==> src/lpw_pkg.sv <==
// Package for the low-power mode and wake-up controller.
// Assumes one 100 MHz system clock and a synchronous active-high reset.
package lpw_pkg;

  // ************************************************************
  // Sizes and counts
  // ************************************************************
  localparam int          EXT_LINES      = 16;
  localparam int          SYNC_STAGES    = 3;
  localparam int          CLK_PERIOD_NS  = 10;
  // Settling time before the regulator is cut on standby entry
  localparam int          ENTRY_SETTLE_NS = 100;
  localparam int          ENTRY_SETTLE_CYC =
    (ENTRY_SETTLE_NS + CLK_PERIOD_NS - 1) / CLK_PERIOD_NS;
  localparam logic [7:0]  SETTLE_CNT_INIT = 8'(ENTRY_SETTLE_CYC);

  // ************************************************************
  // Reset values
  // ************************************************************
  localparam logic        REG_ON_RST     = 1'b1;
  localparam logic        REG_LP_RST     = 1'b0;
  localparam logic        OSC_ON_RST     = 1'b1;
  localparam logic        BATT_RST       = 1'b0;

  // ************************************************************
  // Power states
  // ************************************************************
  typedef enum logic [2:0]
  {
    LPW_RUN,
    LPW_STOP,
    LPW_SB_ENTRY,
    LPW_STANDBY,
    LPW_BATTERY
  } lpw_state_t;

endpackage

==> src/lpw_ctrl.sv <==
// Low-power mode and wake-up sequencer: run, stop, standby, battery.
// Assumes pins are asynchronous and pass the synchroniser; requests from
// the core are on SYS_CLK. Backup supply switch is driven by this block.
//
// Summary of operation
// - Stop keeps regulator normal or low-power.
// - Calendar and low-power timer keep running in stop.
// - Any external interrupt line wakes from stop.
// - Standby switches off regulator and core domain.
// - Standby stops PLL and both oscillators.
// - Standby loses SRAM; backup kept if selected.
// - Reset pin, watchdog, wake rise, calendar exit standby.
// - No standby when regulator is bypassed.
// - Battery operation when main supply absent and internal reset enabled.
// - Battery keeps only backup registers; calendar and timer stop (CAL_LPTIM_RUN low).
// - Interrupts and calendar never leave battery operation.
// - Internal reset disabled means no battery switching.
`timescale 1ns/1ps
module lpw_ctrl
  import lpw_pkg::*;
#(
  parameter int LINES = lpw_pkg::EXT_LINES
) (
  input  wire logic             SYS_CLK,
  input  wire logic             SRST,
  input  wire logic             STOP_REQ,
  input  wire logic             STANDBY_REQ,
  input  wire logic             STOP_REG_LOWPOWER,
  input  wire logic             BACKUP_RETAIN_SEL,
  input  wire logic             REG_BYPASS,
  input  wire logic [LINES-1:0] EXT_LINE_EVT,
  input  wire logic             SUPPLY_DET_EVT,
  input  wire logic             LP_TIMER_EVT,
  input  wire logic             CAL_EVT,
  input  wire logic             WDG_RESET,
  input  wire logic             EXT_RESET_PIN_N,
  input  wire logic             WAKEUP_PIN,
  input  wire logic             MAIN_SUPPLY_OK,
  input  wire logic             INT_RESET_EN_PIN,
  output logic                  REG_ON,
  output logic                  REG_LOWPOWER,
  output logic                  CORE_PWR_ON,
  output logic                  PLL_EN,
  output logic                  RC_OSC_EN,
  output logic                  XTAL_OSC_EN,
  output logic                  CORE_CLK_EN,
  output logic                  CAL_LPTIM_RUN,
  output logic                  SRAM_LOST,
  output logic                  BACKUP_RETAIN,
  output logic                  BATT_MODE,
  output logic                  BATT_AVAILABLE,
  output logic                  CORE_RESET,
  output logic [2:0]            POWER_STATE
);
  import lpw_pkg::*;

  // ************************************************************
  // Synchronised pins
  // ************************************************************
  localparam int NPIN = LINES + 8;

  logic [NPIN-1:0] pin_raw;
  logic [NPIN-1:0] pin_syn;
  logic [LINES-1:0] line_s;
  logic            supdet_s;
  logic            lptim_s;
  logic            cal_s;
  logic            wdg_s;
  logic            rstpin_n_s;
  logic            wakeup_pin_s;
  logic            main_ok_s;
  logic            porst_en_s;
  logic            wakeup_pin_d_reg;
  logic            wakeup_pin_rise;
  logic            stop_wake;
  logic            sb_wake;
  logic            batt_ok;
  logic [7:0]      settle_reg;
  lpw_state_t      state_reg;
  lpw_state_t      state_next;

  assign pin_raw = {EXT_LINE_EVT, SUPPLY_DET_EVT, LP_TIMER_EVT, CAL_EVT, WDG_RESET,
                    EXT_RESET_PIN_N, WAKEUP_PIN, MAIN_SUPPLY_OK, INT_RESET_EN_PIN};

  lpw_sync #(
    .WIDTH (NPIN)
  ) u_sync (
    .clk  (SYS_CLK),
    .rst  (SRST),
    .din  (pin_raw),
    .dout (pin_syn)
  );

  assign line_s     = pin_syn[NPIN-1:8];
  assign supdet_s   = pin_syn[7];
  assign lptim_s    = pin_syn[6];
  assign cal_s      = pin_syn[5];
  assign wdg_s      = pin_syn[4];
  assign rstpin_n_s = pin_syn[3];
  assign wakeup_pin_s     = pin_syn[2];
  assign main_ok_s  = pin_syn[1];
  assign porst_en_s = pin_syn[0];

  // ************************************************************
  // Wake sources
  // ************************************************************
  always_ff @(posedge SYS_CLK)
  begin
    if (SRST)
      wakeup_pin_d_reg <= 1'b0;
    else
      wakeup_pin_d_reg <= wakeup_pin_s;
  end

  assign wakeup_pin_rise = wakeup_pin_s & ~wakeup_pin_d_reg;
  // Any external interrupt line source
  assign stop_wake = (|line_s) | supdet_s | lptim_s | cal_s;
  // Standby exit sources
  assign sb_wake   = ~rstpin_n_s | wdg_s | wakeup_pin_rise | cal_s;
  // Switching needs the internal reset supervisor
  assign batt_ok   = porst_en_s;

  // ************************************************************
  // State sequencing
  // ************************************************************
  always_comb
  begin
    state_next = state_reg;
    case (state_reg)
      LPW_RUN:
      begin
        // Wake sources are not looked at here
        if (!main_ok_s && batt_ok)
          state_next = LPW_BATTERY;
        else if (STANDBY_REQ && !REG_BYPASS)
          state_next = LPW_SB_ENTRY;
        else if (STOP_REQ)
          state_next = LPW_STOP;
      end
      LPW_STOP:
      begin
        if (!main_ok_s && batt_ok)
          state_next = LPW_BATTERY;
        else if (stop_wake)
          state_next = LPW_RUN;
      end
      LPW_SB_ENTRY:
      begin
        if (settle_reg == 8'h00)
          state_next = LPW_STANDBY;
      end
      LPW_STANDBY:
      begin
        if (!main_ok_s && batt_ok)
          state_next = LPW_BATTERY;
        else if (sb_wake)
          state_next = LPW_RUN;
      end
      LPW_BATTERY:
      begin
        // Return of main supply or loss of the internal reset enable ends battery operation
        if (main_ok_s || !batt_ok)
          state_next = LPW_RUN;
      end
      default:
        state_next = LPW_RUN;
    endcase
  end

  always_ff @(posedge SYS_CLK)
  begin
    if (SRST)
      state_reg <= LPW_RUN;
    else
      state_reg <= state_next;
  end

  // Short settle lets the core quiesce before power is cut
  always_ff @(posedge SYS_CLK)
  begin
    if (SRST)
      settle_reg <= SETTLE_CNT_INIT;
    else if (state_reg != LPW_SB_ENTRY)
      settle_reg <= SETTLE_CNT_INIT;
    else if (settle_reg != 8'h00)
      settle_reg <= settle_reg - 8'h01;
  end

  // ************************************************************
  // Power and clock outputs
  // ************************************************************
  always_ff @(posedge SYS_CLK)
  begin
    if (SRST)
    begin
      REG_ON       <= REG_ON_RST;
      REG_LOWPOWER <= REG_LP_RST;
      CORE_PWR_ON  <= REG_ON_RST;
    end
    else
    begin
      REG_ON       <= !(state_next inside {LPW_STANDBY, LPW_BATTERY});
      REG_LOWPOWER <= (state_next == LPW_STOP) && STOP_REG_LOWPOWER;
      CORE_PWR_ON  <= !(state_next inside {LPW_STANDBY, LPW_BATTERY});
    end
  end

  always_ff @(posedge SYS_CLK)
  begin
    if (SRST)
    begin
      PLL_EN      <= OSC_ON_RST;
      RC_OSC_EN   <= OSC_ON_RST;
      XTAL_OSC_EN <= OSC_ON_RST;
      CORE_CLK_EN <= OSC_ON_RST;
    end
    else
    begin
      // Stop also halts the high-speed clocks
      PLL_EN      <= (state_next == LPW_RUN) || (state_next == LPW_SB_ENTRY);
      RC_OSC_EN   <= (state_next == LPW_RUN) || (state_next == LPW_SB_ENTRY);
      XTAL_OSC_EN <= (state_next == LPW_RUN) || (state_next == LPW_SB_ENTRY);
      CORE_CLK_EN <= (state_next == LPW_RUN);
    end
  end

  // Calendar and timer run in every state but battery, where CAL_LPTIM_RUN is low
  always_ff @(posedge SYS_CLK)
  begin
    if (SRST)
      CAL_LPTIM_RUN <= 1'b1;
    else
      CAL_LPTIM_RUN <= (state_next != LPW_BATTERY);
  end

  // ************************************************************
  // Retention and reset
  // ************************************************************
  always_ff @(posedge SYS_CLK)
  begin
    if (SRST)
    begin
      SRAM_LOST     <= 1'b0;
      BACKUP_RETAIN <= 1'b0;
      CORE_RESET    <= 1'b0;
    end
    else
    begin
      // Lost-contents flag stands until the run state holds for a second cycle
      if (state_next == LPW_STANDBY)
        SRAM_LOST <= 1'b1;
      else if (state_next == LPW_RUN && state_reg == LPW_RUN)
        SRAM_LOST <= 1'b0;
      if (state_reg == LPW_RUN)
        BACKUP_RETAIN <= BACKUP_RETAIN_SEL;
      // Core restarts from reset after standby or battery, one cycle
      CORE_RESET <= (state_reg inside {LPW_STANDBY, LPW_BATTERY}) && (state_next == LPW_RUN);
    end
  end

  always_ff @(posedge SYS_CLK)
  begin
    if (SRST)
    begin
      BATT_MODE      <= BATT_RST;
      BATT_AVAILABLE <= 1'b0;
      POWER_STATE    <= 3'h0;
    end
    else
    begin
      BATT_MODE      <= (state_next == LPW_BATTERY);
      BATT_AVAILABLE <= batt_ok;
      POWER_STATE    <= state_next;
    end
  end

endmodule

==> src/lpw_sync.sv <==
// Three-stage input synchroniser with agreement filter.
// Assumes the input is asynchronous to the clock.
`timescale 1ns/1ps
module lpw_sync #(
  parameter int WIDTH = 1
) (
  input  wire logic             clk,
  input  wire logic             rst,
  input  wire logic [WIDTH-1:0] din,
  output logic      [WIDTH-1:0] dout
);
  import lpw_pkg::*;

  logic [WIDTH-1:0] s1_reg;
  logic [WIDTH-1:0] s2_reg;
  logic [WIDTH-1:0] s3_reg;

  // ************************************************************
  // Stages; first stage feeds only the second
  // ************************************************************
  always_ff @(posedge clk)
  begin
    if (rst)
    begin
      s1_reg <= '0;
      s2_reg <= '0;
      s3_reg <= '0;
    end
    else
    begin
      s1_reg <= din;
      s2_reg <= s1_reg;
      s3_reg <= s2_reg;
    end
  end

  // A change counts once stages two and three agree
  always_ff @(posedge clk)
  begin
    if (rst)
      dout <= '0;
    else
    begin
      for (int i = 0; i < WIDTH; i++)
      begin
        if (s2_reg[i] == s3_reg[i])
          dout[i] <= s3_reg[i];
      end
    end
  end

endmodule

==> config.mk <==
export PLATFORM = sky130hd
export DESIGN_NAME = lpw_ctrl
export DESIGN_NICKNAME = d
export VERILOG_FILES = /design/src/lpw_pkg.sv /design/src/lpw_ctrl.sv /design/src/lpw_sync.sv
export SDC_FILE = /design/constraint.sdc
export NUM_CORES = 1
export LEC_CHECK = 0
export BUFFER_PORTS_ARGS = -buffer_cell sky130_fd_sc_hd__buf_4
export CORE_MARGIN = 5
export CORE_UTILIZATION = 60
export DETAILED_ROUTE_END_ITERATION = 10
export GPL_ROUTABILITY_DRIVEN = 0
export PLACE_DENSITY = 0.93
export SYNTH_ARGS = -nofsm -noshare
export SYNTH_HDL_FRONTEND = slang
export SYNTH_HIERARCHICAL = 1
export SYNTH_SLANG_ARGS = --single-unit
==> constraint.sdc <==
create_clock -name SYS_CLK -period 3.4 [get_ports SYS_CLK]
set_input_delay 0.68 -clock SYS_CLK [delete_from_list [all_inputs] [get_ports SYS_CLK]]
set_output_delay 0.68 -clock SYS_CLK [all_outputs]
set_load 0.01 [all_outputs]
==> run summary, run 1 <==
Seq cells post-synth - 118
CP top delay family - flip-flops
Std-Cell Rows - 28
maxcap violations - 0
hold_buf cts - 0
mux cell area share after synthesis - 0.266%
min-delay worst type - primary input to flop
Setup-failing EPs final - 0
worst-margin pin slew - 0.738 ns
I/O Pins - 47
area share of fa/ha/maj cells after synthesis - 0.332%
Worst-Skew Late Latency - 0.52 ns
Final ANT Viol Nets - 0
RSZ-0062 raised after global routing - no
final wirelength - 7.46 mm
clock root buffer - clkbuf_8
detailed router's first-iteration violation count - 175
Num CTS Buffers - 17
worst path cell trace - buf_4
clock sink count - 118
Relative slew margins - 50.8%
core area - 6030 um2
Max Slew Vio Count - 0
simple-gate area share of the yosys netlist - 21.8%
Max Freq - 0.525 GHz
Resized cells post-CTS - 0
worst r2r dst - REG_LOWPOWER$_SDFF_PP0_
total negative slack - 0 ns
die height - 89.2 um
DRC - 0
fin nets - 441
Mapped Cells - 358
first-pass GRT wire length - 12.1 mm
Clock transition at path regs - 0.06 ns
Via Count - 2642
worst hold start - EXT_LINE_EVT[6]
EDFF count, synth - 0
# placed instances - 465
proportion of layout cells with a drive suffix above 1 - 20.1%
hold depth - 2
Req. time, crit path - 2.72 ns
critical path class - flop to primary output
post-route clock period utilization - 56.1%
Avg WL per Cell - 15.0 um
post-synthesis sequential area ratio - 62.8%
CP peak stage delay - 0.52 ns
Non-Filler Instances - 497
H-tree levels - 4
Final min period - 1.91 ns
WHS Endpoint - u_sync/s1_reg[14]$_SDFF_PP0_
crit path DAT - 1.23 ns
total global-route track usage - 20.8%
largest family of logic cells by synthesized area - simple AND/OR/NAND/NOR gates
Max VDD drop - 0.000737 V
Synthesis Warnings - 6
outcome - completed
largest net degree at the start of global routing - 80
Final Skew - 0.00555 ns
Worst setup EP type - primary output
Placed Area - 4120 um2
syn_nets - 390
pwr/cell area - 767 nW/um2
Compound-Gate Fraction of Synth Area - 10.5%
R2R Path Start - u_sync/dout[21]$_SDFFE_PP0N_
final hold violation count - 0
Die ar. - 7960 um2
clk buf depth - 2
die width - 89.2 um
Port Buf Inserts - 46
post-synthesis cell area - 3760 um2
CTS tree - yes
area grow syn2layout - 27.9%
slowest CP cell - dfxtp_1
R2R depth - 4
Initial Util - 62.5%
initial antenna violation count - 0
Ant. Diodes - 0
CP Max Fanout - 9
Fin Hold WS - 0.372 ns
ys flop type - dfxtp_1
DR vias/cell - 5.32
Setup Fix Bufs, Post-CTS - 0
R2R Setup Slk - 1.62 ns
CP Buf/Inv Count - 1
static leakage - 1.91 nW
GRT overflow - 0
Post-Synth XOR/XNOR Area - 1.40%
syn_area_per_cell - 10.5 um2
1st-pass router iterations - 5
vias in the first global route - 2686
post-synth cell types - 37
Post-Layout Inst Area - 4810 um2
HPWL Detailed - 4.22 mm
Critical Path Source Type - flop
Post-synth ARST share - 0%
-- final cells by class --
| class | count | area (um2) |
|---|---|---|
| well taps | 75 | 93.8 |
| flip-flops and latches | 118 | 2360 |
| clock inverters | 14 | 278 |
| inverters | 5 | 18.8 |
| repair buffers | 47 | 353 |
| fillers | 329 | 1210 |
| multi-input cells | 220 | 1290 |
| clock buffers | 18 | 418 |
-- cells in the final DEF (no fill, tap or decap), types with 2 or more instances in the layout --
cell | synthesis | layout
buf_4 | 7 | 47
nor4_1 | 5 | 5
xnor2_1 | 4 | 4
dfxtp_1 | 118 | 118
nor2_1 | 18 | 18
nor3_1 | 3 | 3
o21ai_0 | 26 | 26
a21oi_1 | 26 | 26
nor2b_1 | 76 | 76
o21ai_1 | 2 | 2
nand3_1 | 2 | 2
nand4_1 | 2 | 2
inv_1 | 5 | 5
clkbuf_16 | 0 | 16
nand2_1 | 31 | 31
clkinv_2 | 0 | 4
xor2_1 | 2 | 2
bufinv_16 | 0 | 8
nand2b_1 | 4 | 4
-- worst max path at each step --
stage / start / end / slack (ns) / cells past startpoint
after global routing: POWER_STATE[1]$_SDFF_PP0_ / POWER_STATE[1] / 1.42 / 1
after detailed placement: SRST / u_sync/s2_reg[11]$_SDFF_PP0_ / 1.44 / 3
after floorplan: POWER_STATE[0]$_SDFF_PP0_ / REG_LOWPOWER$_SDFF_PP0_ / 1.81 / 4
final: POWER_STATE[1]$_SDFF_PP0_ / POWER_STATE[1] / 1.49 / 1
after CTS: POWER_STATE[1]$_SDFF_PP0_ / POWER_STATE[1] / 1.49 / 1
after global placement: SRST / u_sync/s2_reg[5]$_SDFF_PP0_ / 1.51 / 3
-- Yosys cell counts (all sizes together) (3+ instances only) --
cell    number  area, um2
a21oi       26        130
buf         14       87.6
dfxtp      118       2360
inv          5       18.8
nand2       31        116
nand2b       4       25.0
nor2        18       67.6
nor2b       76        475
nor3         3       15.0
nor4         6       43.8
o21ai       28        140
xnor2        4       35.0
-- stage by stage --
| stage | setup WS (ns) | utilization (%) | power (W) |
|---|---|---|---|
| floorplan | 1.81 | - | 0.00156 |
| global placement | 1.51 | 68.4 | 0.00161 |
| detailed placement | 1.44 | 68.4 | 0.00162 |
| CTS | 1.49 | 79.9 | 0.00371 |
| global route | 1.42 | 79.9 | 0.00380 |
| finish | 1.49 | 79.9 | 0.00369 |
-- where the power goes --
part           leakage, nW  internal, W  switching, W
Clock                0.343      0.00148      0.000618
Sequential           0.965      0.00143     0.0000251
Combinational        0.601    0.0000742     0.0000654
-- cell families after synthesis --
family | Yosys count
DFF | 118
xor gates and xnor gates | 6
AOI/OAI and AO/OA | 63
and+or+nand+nor | 149
adders and majority gates | 1
buffers and inverters | 20
muxes | 1
-- layer usage --
metal	wire length (um)	global-route usage, %	share of wire [%]
met3	502	9.40	6.7
met1	2960	21.5	40
met4	236	10.1	3.2
met5	0	0	0
met2	3770	35.6	51
Power figures use the tool's default switching activity.
==> run 2, diff against run 1 <==
Settings changed: CORE_UTILIZATION 60 to 50, PLACE_DENSITY 0.93 to 0.84.
Clock period 3.4 ns to 1.7 ns, I/O delays scaled along.
==> run 2 against run 1 <==
Critical endpoint is now REG_LOWPOWER$_SDFF_PP0_. Combinational power increased by 120%. Cell count up 6.2%. Via count is 2.7% lower. Register-to-register slack lost 1.6 ns. Sequential power rose by 100%. Largest power group unchanged. Largest cell class unchanged. Critical path depth up 3.
==> run summary, run 2 (same netlist as run 1, synthesis figures left out) <==
# placed instances - 496 (+6.7%)
R2R depth - 4 (unchanged)
worst hold start - EXT_LINE_EVT[2]
clock root buffer - clkbuf_8
Max Slew Vio Count - 0 (unchanged)
fillers - 534 (+62%)
Std-Cell Rows - 31 (+11%)
Via Count - 2571 (-2.7%)
pwr/cell area - 1450 nW/um2 (+89%)
worst-margin pin slew - 0.395 ns (-0.342 ns)
most frequent cells in the layout - 116 x dfxtp_1, 76 x nor2b_1, 53 x buf_4, 31 x nand2_1
Reg area - 2360 um2 (+0.11%)
critical path class - flop to flop
DR vias/cell - 4.87 (-8.4%)
proportion of layout cells with a drive suffix above 1 - 23.1% (+2.9 points)
crit path DAT - 2.04 ns (+0.81 ns)
total negative slack - 0 ns (unchanged)
multi-input combinational cell area - 1330 um2 (+2.7%)
I/O Pins - 47 (unchanged)
Ant. Diodes - 0 (unchanged)
Setup-failing EPs final - 0 (unchanged)
clock sink count - 118 (unchanged)
Port Buf Inserts - 46 (unchanged)
final hold violation count - 0 (unchanged)
post-route clock period utilization - 96.5%
WHS Endpoint - u_sync/s1_reg[10]$_SDFF_PP0_
Critical Path Source Type - flop
final wirelength - 7.01 mm (-6.0%)
Avg WL per Cell - 13.3 um (-12%)
GR Util met1 - 16.0% (-5.5 points)
Worst-Skew Late Latency - 0.50 ns (-0.02 ns)
R2R Path Start - u_sync/dout[9]$_SDFFE_PP0N_
DRC - 0 (unchanged)
outcome - completed
die width - 96.8 um (+8.5%)
CTS tree - yes
Max Freq - 0.609 GHz
H-tree levels - 4 (unchanged)
commonest non-fill, non-tap cell in the layout - dfxtp_1
largest net degree at the start of global routing - 57 (-29%)
hold depth - 2 (unchanged)
Clock transition at path regs - 0.05 ns (about the same)
detailed router's first-iteration violation count - 111 (-37%)
maxcap violations - 0 (unchanged)
Initial Util - 51.6% (-11 points)
Max VDD drop - 0.000697 V (-5.4%)
GR Layer Usage met3 - 7.34% (-2.1 points)
initial antenna violation count - 0 (unchanged)
CP Launch Point - u_sync/dout[9]$_SDFFE_PP0N_
die height - 96.8 um (+8.5%)
area grow syn2layout - 30.5%
CP Buf/Inv Count - 0 (-1)
GR met2 Demand/Resource - 25.8% (-9.8 points)
global route hottest layer - met2
static leakage - 1.93 nW (+1.2%)
HPWL Detailed - 4.08 mm (-3.4%)
fin nets - 448 (+1.6%)
Final Skew - 0.00595 ns (+0.000405 ns)
1st-pass router iterations - 6 (+1)
Relative slew margins - 73.5% (+23 points)
hold_buf cts - 0 (unchanged)
Final ANT Viol Nets - 0 (unchanged)
CP peak stage delay - 0.38 ns (-0.14 ns)
worst path cell trace - nor4_2, nand4_1, o32a_4, a2111oi_4
slowest CP cell - o32a_4
Fin Hold WS - 0.0470 ns (-0.325 ns)
vias in the first global route - 2540 (-5.4%)
Final min period - 1.64 ns
RSZ-0062 raised after global routing - no
first-pass GRT wire length - 11.4 mm (-6.1%)
Worst setup EP type - flop
total global-route track usage - 15.3% (-5.4 points)
worst r2r dst - REG_LOWPOWER$_SDFF_PP0_
min-delay worst type - primary input to flop
GRT overflow - 0 (unchanged)
Num CTS Buffers - 17 (unchanged)
Setup Fix Bufs, Post-CTS - 0 (unchanged)
Req. time, crit path - 2.10 ns (-0.62 ns)
R2R Setup Slk - 0.06 ns (-1.56 ns)
CP Max Fanout - 4 (-5)
CP top delay family - compound AO/OA/AOI/OAI gates
Non-Filler Instances - 528 (+6.2%)
Die ar. - 9360 um2 (+18%)
core area - 7290 um2 (+21%)
clk buf depth - 2 (unchanged)
-- run 2: repair_timing --
item | CTS | global route
gates cloned | 0 | 0
pin swaps | 0 | 1
hold endpoints to repair | 0 | 0
setup endpoints to repair | 1 | 1
gates resized for setup | 1 | 7
-- run 2: stage by stage --
step / setup slack (ns) / total power [W] / utilization (%) / area [um2]
6_report: 0.0590 / 0.00713 / 67.3 / 4910
3_3_place_gp: 0.0871 / 0.00324 / 57.8 / 4210
4_1_cts: 0.00913 / 0.00719 / 66.9 / 4880
3_5_place_dp: 0.0425 / 0.00326 / 57.8 / 4210
5_1_grt: 0.0192 / 0.00739 / 67.3 / 4910
2_1_floorplan: 0.111 / 0.00313 / - / 3760
-- run 2: power by group --
part | switching (W) | internal [W]
clock | 0.00120 | 0.00272
sequential | 0.0000436 | 0.00286
combinational | 0.000141 | 0.000167
total | 0.00139 | 0.00574
-- run 2: worst max path at each step --
stage	endpoint	cells after the start
2_1_floorplan	REG_LOWPOWER$_SDFF_PP0_	4
6_report	REG_LOWPOWER$_SDFF_PP0_	4
3_3_place_gp	REG_LOWPOWER$_SDFF_PP0_	4
4_1_cts	REG_LOWPOWER$_SDFF_PP0_	4
5_1_grt	REG_LOWPOWER$_SDFF_PP0_	4
3_5_place_dp	REG_LOWPOWER$_SDFF_PP0_	4
-- run 2: per-layer routing --
metal,vias to the layer above,part of all wire [%]
li1,1300,-
met3,12,5.0
met1,1198,42
met5,-,0
met2,61,52
met4,0,1.6
-- run 2: area by class of cell --
type,instances,area share [%]
repair buffers,54,8.51
clock buffers,20,8.87
inverters,5,0.382
multi-input cells,220,27.0
well taps,99,2.52
clock inverters,12,4.56
flip-flops and latches,118,48.2
==> run 3, diff against run 2 <==
Settings changed: CORE_UTILIZATION 50 to 60, PLACE_DENSITY 0.84 to 0.93, SLEW_MARGIN set to 15.
Clock period 1.7 ns to 1.94 ns, I/O delays scaled along.
==> run 3 against run 2 <==
Clock power fell by 27%. Hold slack improved by 0.029 ns. Global-route usage rose by 4.8 points. Die area decreased by 15%. Routed wire length increased by 0.67%. Register-to-register slack better by 0.09 ns. First-iteration DRC count increased by 18%. Utilization grew 11 points. Non-clock buffer count shrank 3. Sequential power shrank 12%. Combinational power is 17% lower. Sequential cell count unchanged. Largest cell class unchanged. Highest routed layer unchanged.
==> run summary, run 3 (same netlist as run 1, synthesis figures left out) <==
slowest CP cell - nor4_1
H-tree levels - 4 (unchanged)
fin nets - 445 (-0.67%)
Worst setup EP type - flop
maxcap violations - 0 (unchanged)
Relative slew margins - 71.2% (-2.3 points)
CP peak stage delay - 0.41 ns (+0.03 ns)
CP Max Fanout - 4 (unchanged)
largest net degree at the start of global routing - 42 (-26%)
Fin Hold WS - 0.0759 ns (+0.0289 ns)
Max Slew Vio Count - 0 (unchanged)
M1 wire length - 2.78 mm (-5.5%)
core area - 6030 um2 (-17%)
clock root buffer - clkbuf_8
Critical Path Source Type - flop
Final min period - 1.80 ns (+0.154 ns)
detailed router's first-iteration violation count - 131 (+18%)
Initial Util - 62.5% (+11 points)
clock sink count - 118 (unchanged)
Resized cells post-CTS - 0 (-1)
total length of routed met2 wires - 3.60 mm (-0.58%)
Via Count - 2594 (+0.89%)
worst path cell trace - nor4_1, nand4_1, o32a_4, a2111oi_4
Final ANT Viol Nets - 0 (unchanged)
CTS tree - yes
most frequent cells in the layout - 118 x dfxtp_1, 76 x nor2b_1, 50 x buf_4, 31 x nand2_1
Req. time, crit path - 2.36 ns (+0.26 ns)
Setup-failing EPs final - 0 (unchanged)
Die ar. - 7960 um2 (-15%)
first-pass GRT wire length - 11.7 mm (+3.0%)
Clock transition at path regs - 0.06 ns (about the same)
static leakage - 1.85 nW (-4.5%)
Gate power share - 4.5% (+0.2 points)
worst-margin pin slew - 0.432 ns (+0.0368 ns)
hold_buf cts - 0 (unchanged)
vias in the first global route - 2656 (+4.6%)
commonest non-fill, non-tap cell in the layout - dfxtp_1
uppermost routed layer - met4
Max VDD drop - 0.000892 V (+28%)
Post-Layout Inst Area - 4720 um2 (-3.9%)
total negative slack - 0 ns (unchanged)
Max Freq - 0.557 GHz (-8.6%)
met3 wire len - 532 um (+52%)
internal power - 0.00438 W (-24%)
sequential share of power - 45.0% (+4.3 points)
RSZ-0062 raised after global routing - no
critical path class - flop to flop
Port Buf Inserts - 46 (unchanged)
fin util - 78.3% (+11 points)
Final Skew - 0.00682 ns (+0.000863 ns)
die width - 89.2 um (-7.8%)
Avg WL per Cell - 14.1 um (+6.1%)
I/O Pins - 47 (unchanged)
die height - 89.2 um (-7.8%)
min-delay worst type - primary input to flop
1st-pass router iterations - 5 (-1)
DR vias/cell - 5.18 (+6.3%)
Psw - 0.00127 W (-8.3%)
clk buf depth - 2 (unchanged)
HPWL Detailed - 4.32 mm (+5.9%)
Num CTS Buffers - 17 (unchanged)
Clk pwr share - 50.5% (-4.5 points)
Ant. Diodes - 0 (unchanged)
DP Worst Slack - 0.254 ns (+0.211 ns)
initial antenna violation count - 0 (unchanged)
pwr/cell area - 1200 nW/um2 (-18%)
DRC - 0 (unchanged)
Sw Ratio - 22.5% (+3.1 points)
final hold violation count - 0 (unchanged)
GRT overflow - 0 (unchanged)
area grow syn2layout - 25.4%
outcome - completed
PnR worst setup slack - 0.145 ns (+0.0857 ns)
Std-Cell Rows - 28 (-9.7%)
final wirelength - 7.06 mm (+0.67%)
proportion of layout cells with a drive suffix above 1 - 20.9% (-2.2 points)
total global-route track usage - 20.1% (+4.8 points)
Setup Fix Bufs, Post-CTS - 0 (unchanged)
crit path DAT - 2.22 ns (+0.18 ns)
Placed Area - 4160 um2 (-1.2%)
Worst-Skew Late Latency - 0.52 ns (+0.02 ns)
post-route clock period utilization - 92.5% (-4.0 points)
run 3: cell types whose count changed in the layout (fill, tap and decap cells not counted), moves of 2 or more:
| cell | delta |
|---|---|
| clkinv_4 | +2 |
| bufinv_16 | -5 |
| clkinvlp_4 | +4 |
| nor3_1 | +2 |
| dfxtp_2 | -2 |
| nor4_1 | +4 |
| buf_4 | -3 |
| dfxtp_1 | +2 |
| nor4_2 | -4 |
| nor3_2 | -2 |
run 3: per-layer routing:
layer | up-vias | track usage, %
li1 | 1293 | -
met5 | - | 0
met4 | 0 | 10.6
met1 | 1185 | 20.6
met2 | 94 | 34.6
met3 | 22 | 8.94
run 3: cell type report:
class,count,area (um2)
well taps,75,93.8
clock buffers,19,432
multi-input cells,220,1290
inverters,5,18.8
repair buffers,51,395
clock inverters,13,125
flip-flops and latches,118,2360
fillers,364,1310
run 3: power by group through the flow:
stage,Combinational (W),Sequential (W),Clock [W]
after floorplan,0.000156,0.00259,0
after global placement,0.000243,0.00259,0
after detailed placement,0.000253,0.00259,0
after CTS,0.000257,0.00254,0.00288
after global routing,0.000277,0.00255,0.00300
final,0.000255,0.00254,0.00285
run 3: through the flow:
stage,total power [W],cells
after floorplan,0.00274,358
after global placement,0.00283,469
after detailed placement,0.00284,469
after CTS,0.00568,501
after global routing,0.00583,501
final,0.00565,501
run 3: worst max-delay path: cells and delay by family, from the launching register on:
kind / cells / cell delay (ns)
AO/OA/AOI/OAI: 2 / 0.72
AND/OR/NAND/NOR: 2 / 0.65
flip-flops: 1 / 0.33
run 3: final timing paths:
path,cells past startpoint,from,to,slack [ns]
setup / recovery,4,u_sync/dout[21]$_SDFFE_PP0N_,REG_LOWPOWER$_SDFF_PP0_,0.14
hold / removal,2,EXT_LINE_EVT[12],u_sync/s1_reg[20]$_SDFF_PP0_,0.08
setup reg to reg,4,u_sync/dout[21]$_SDFFE_PP0N_,REG_LOWPOWER$_SDFF_PP0_,0.14
hold reg to reg,1,u_sync/s1_reg[18]$_SDFF_PP0_,u_sync/s2_reg[18]$_SDFF_PP0_,0.43
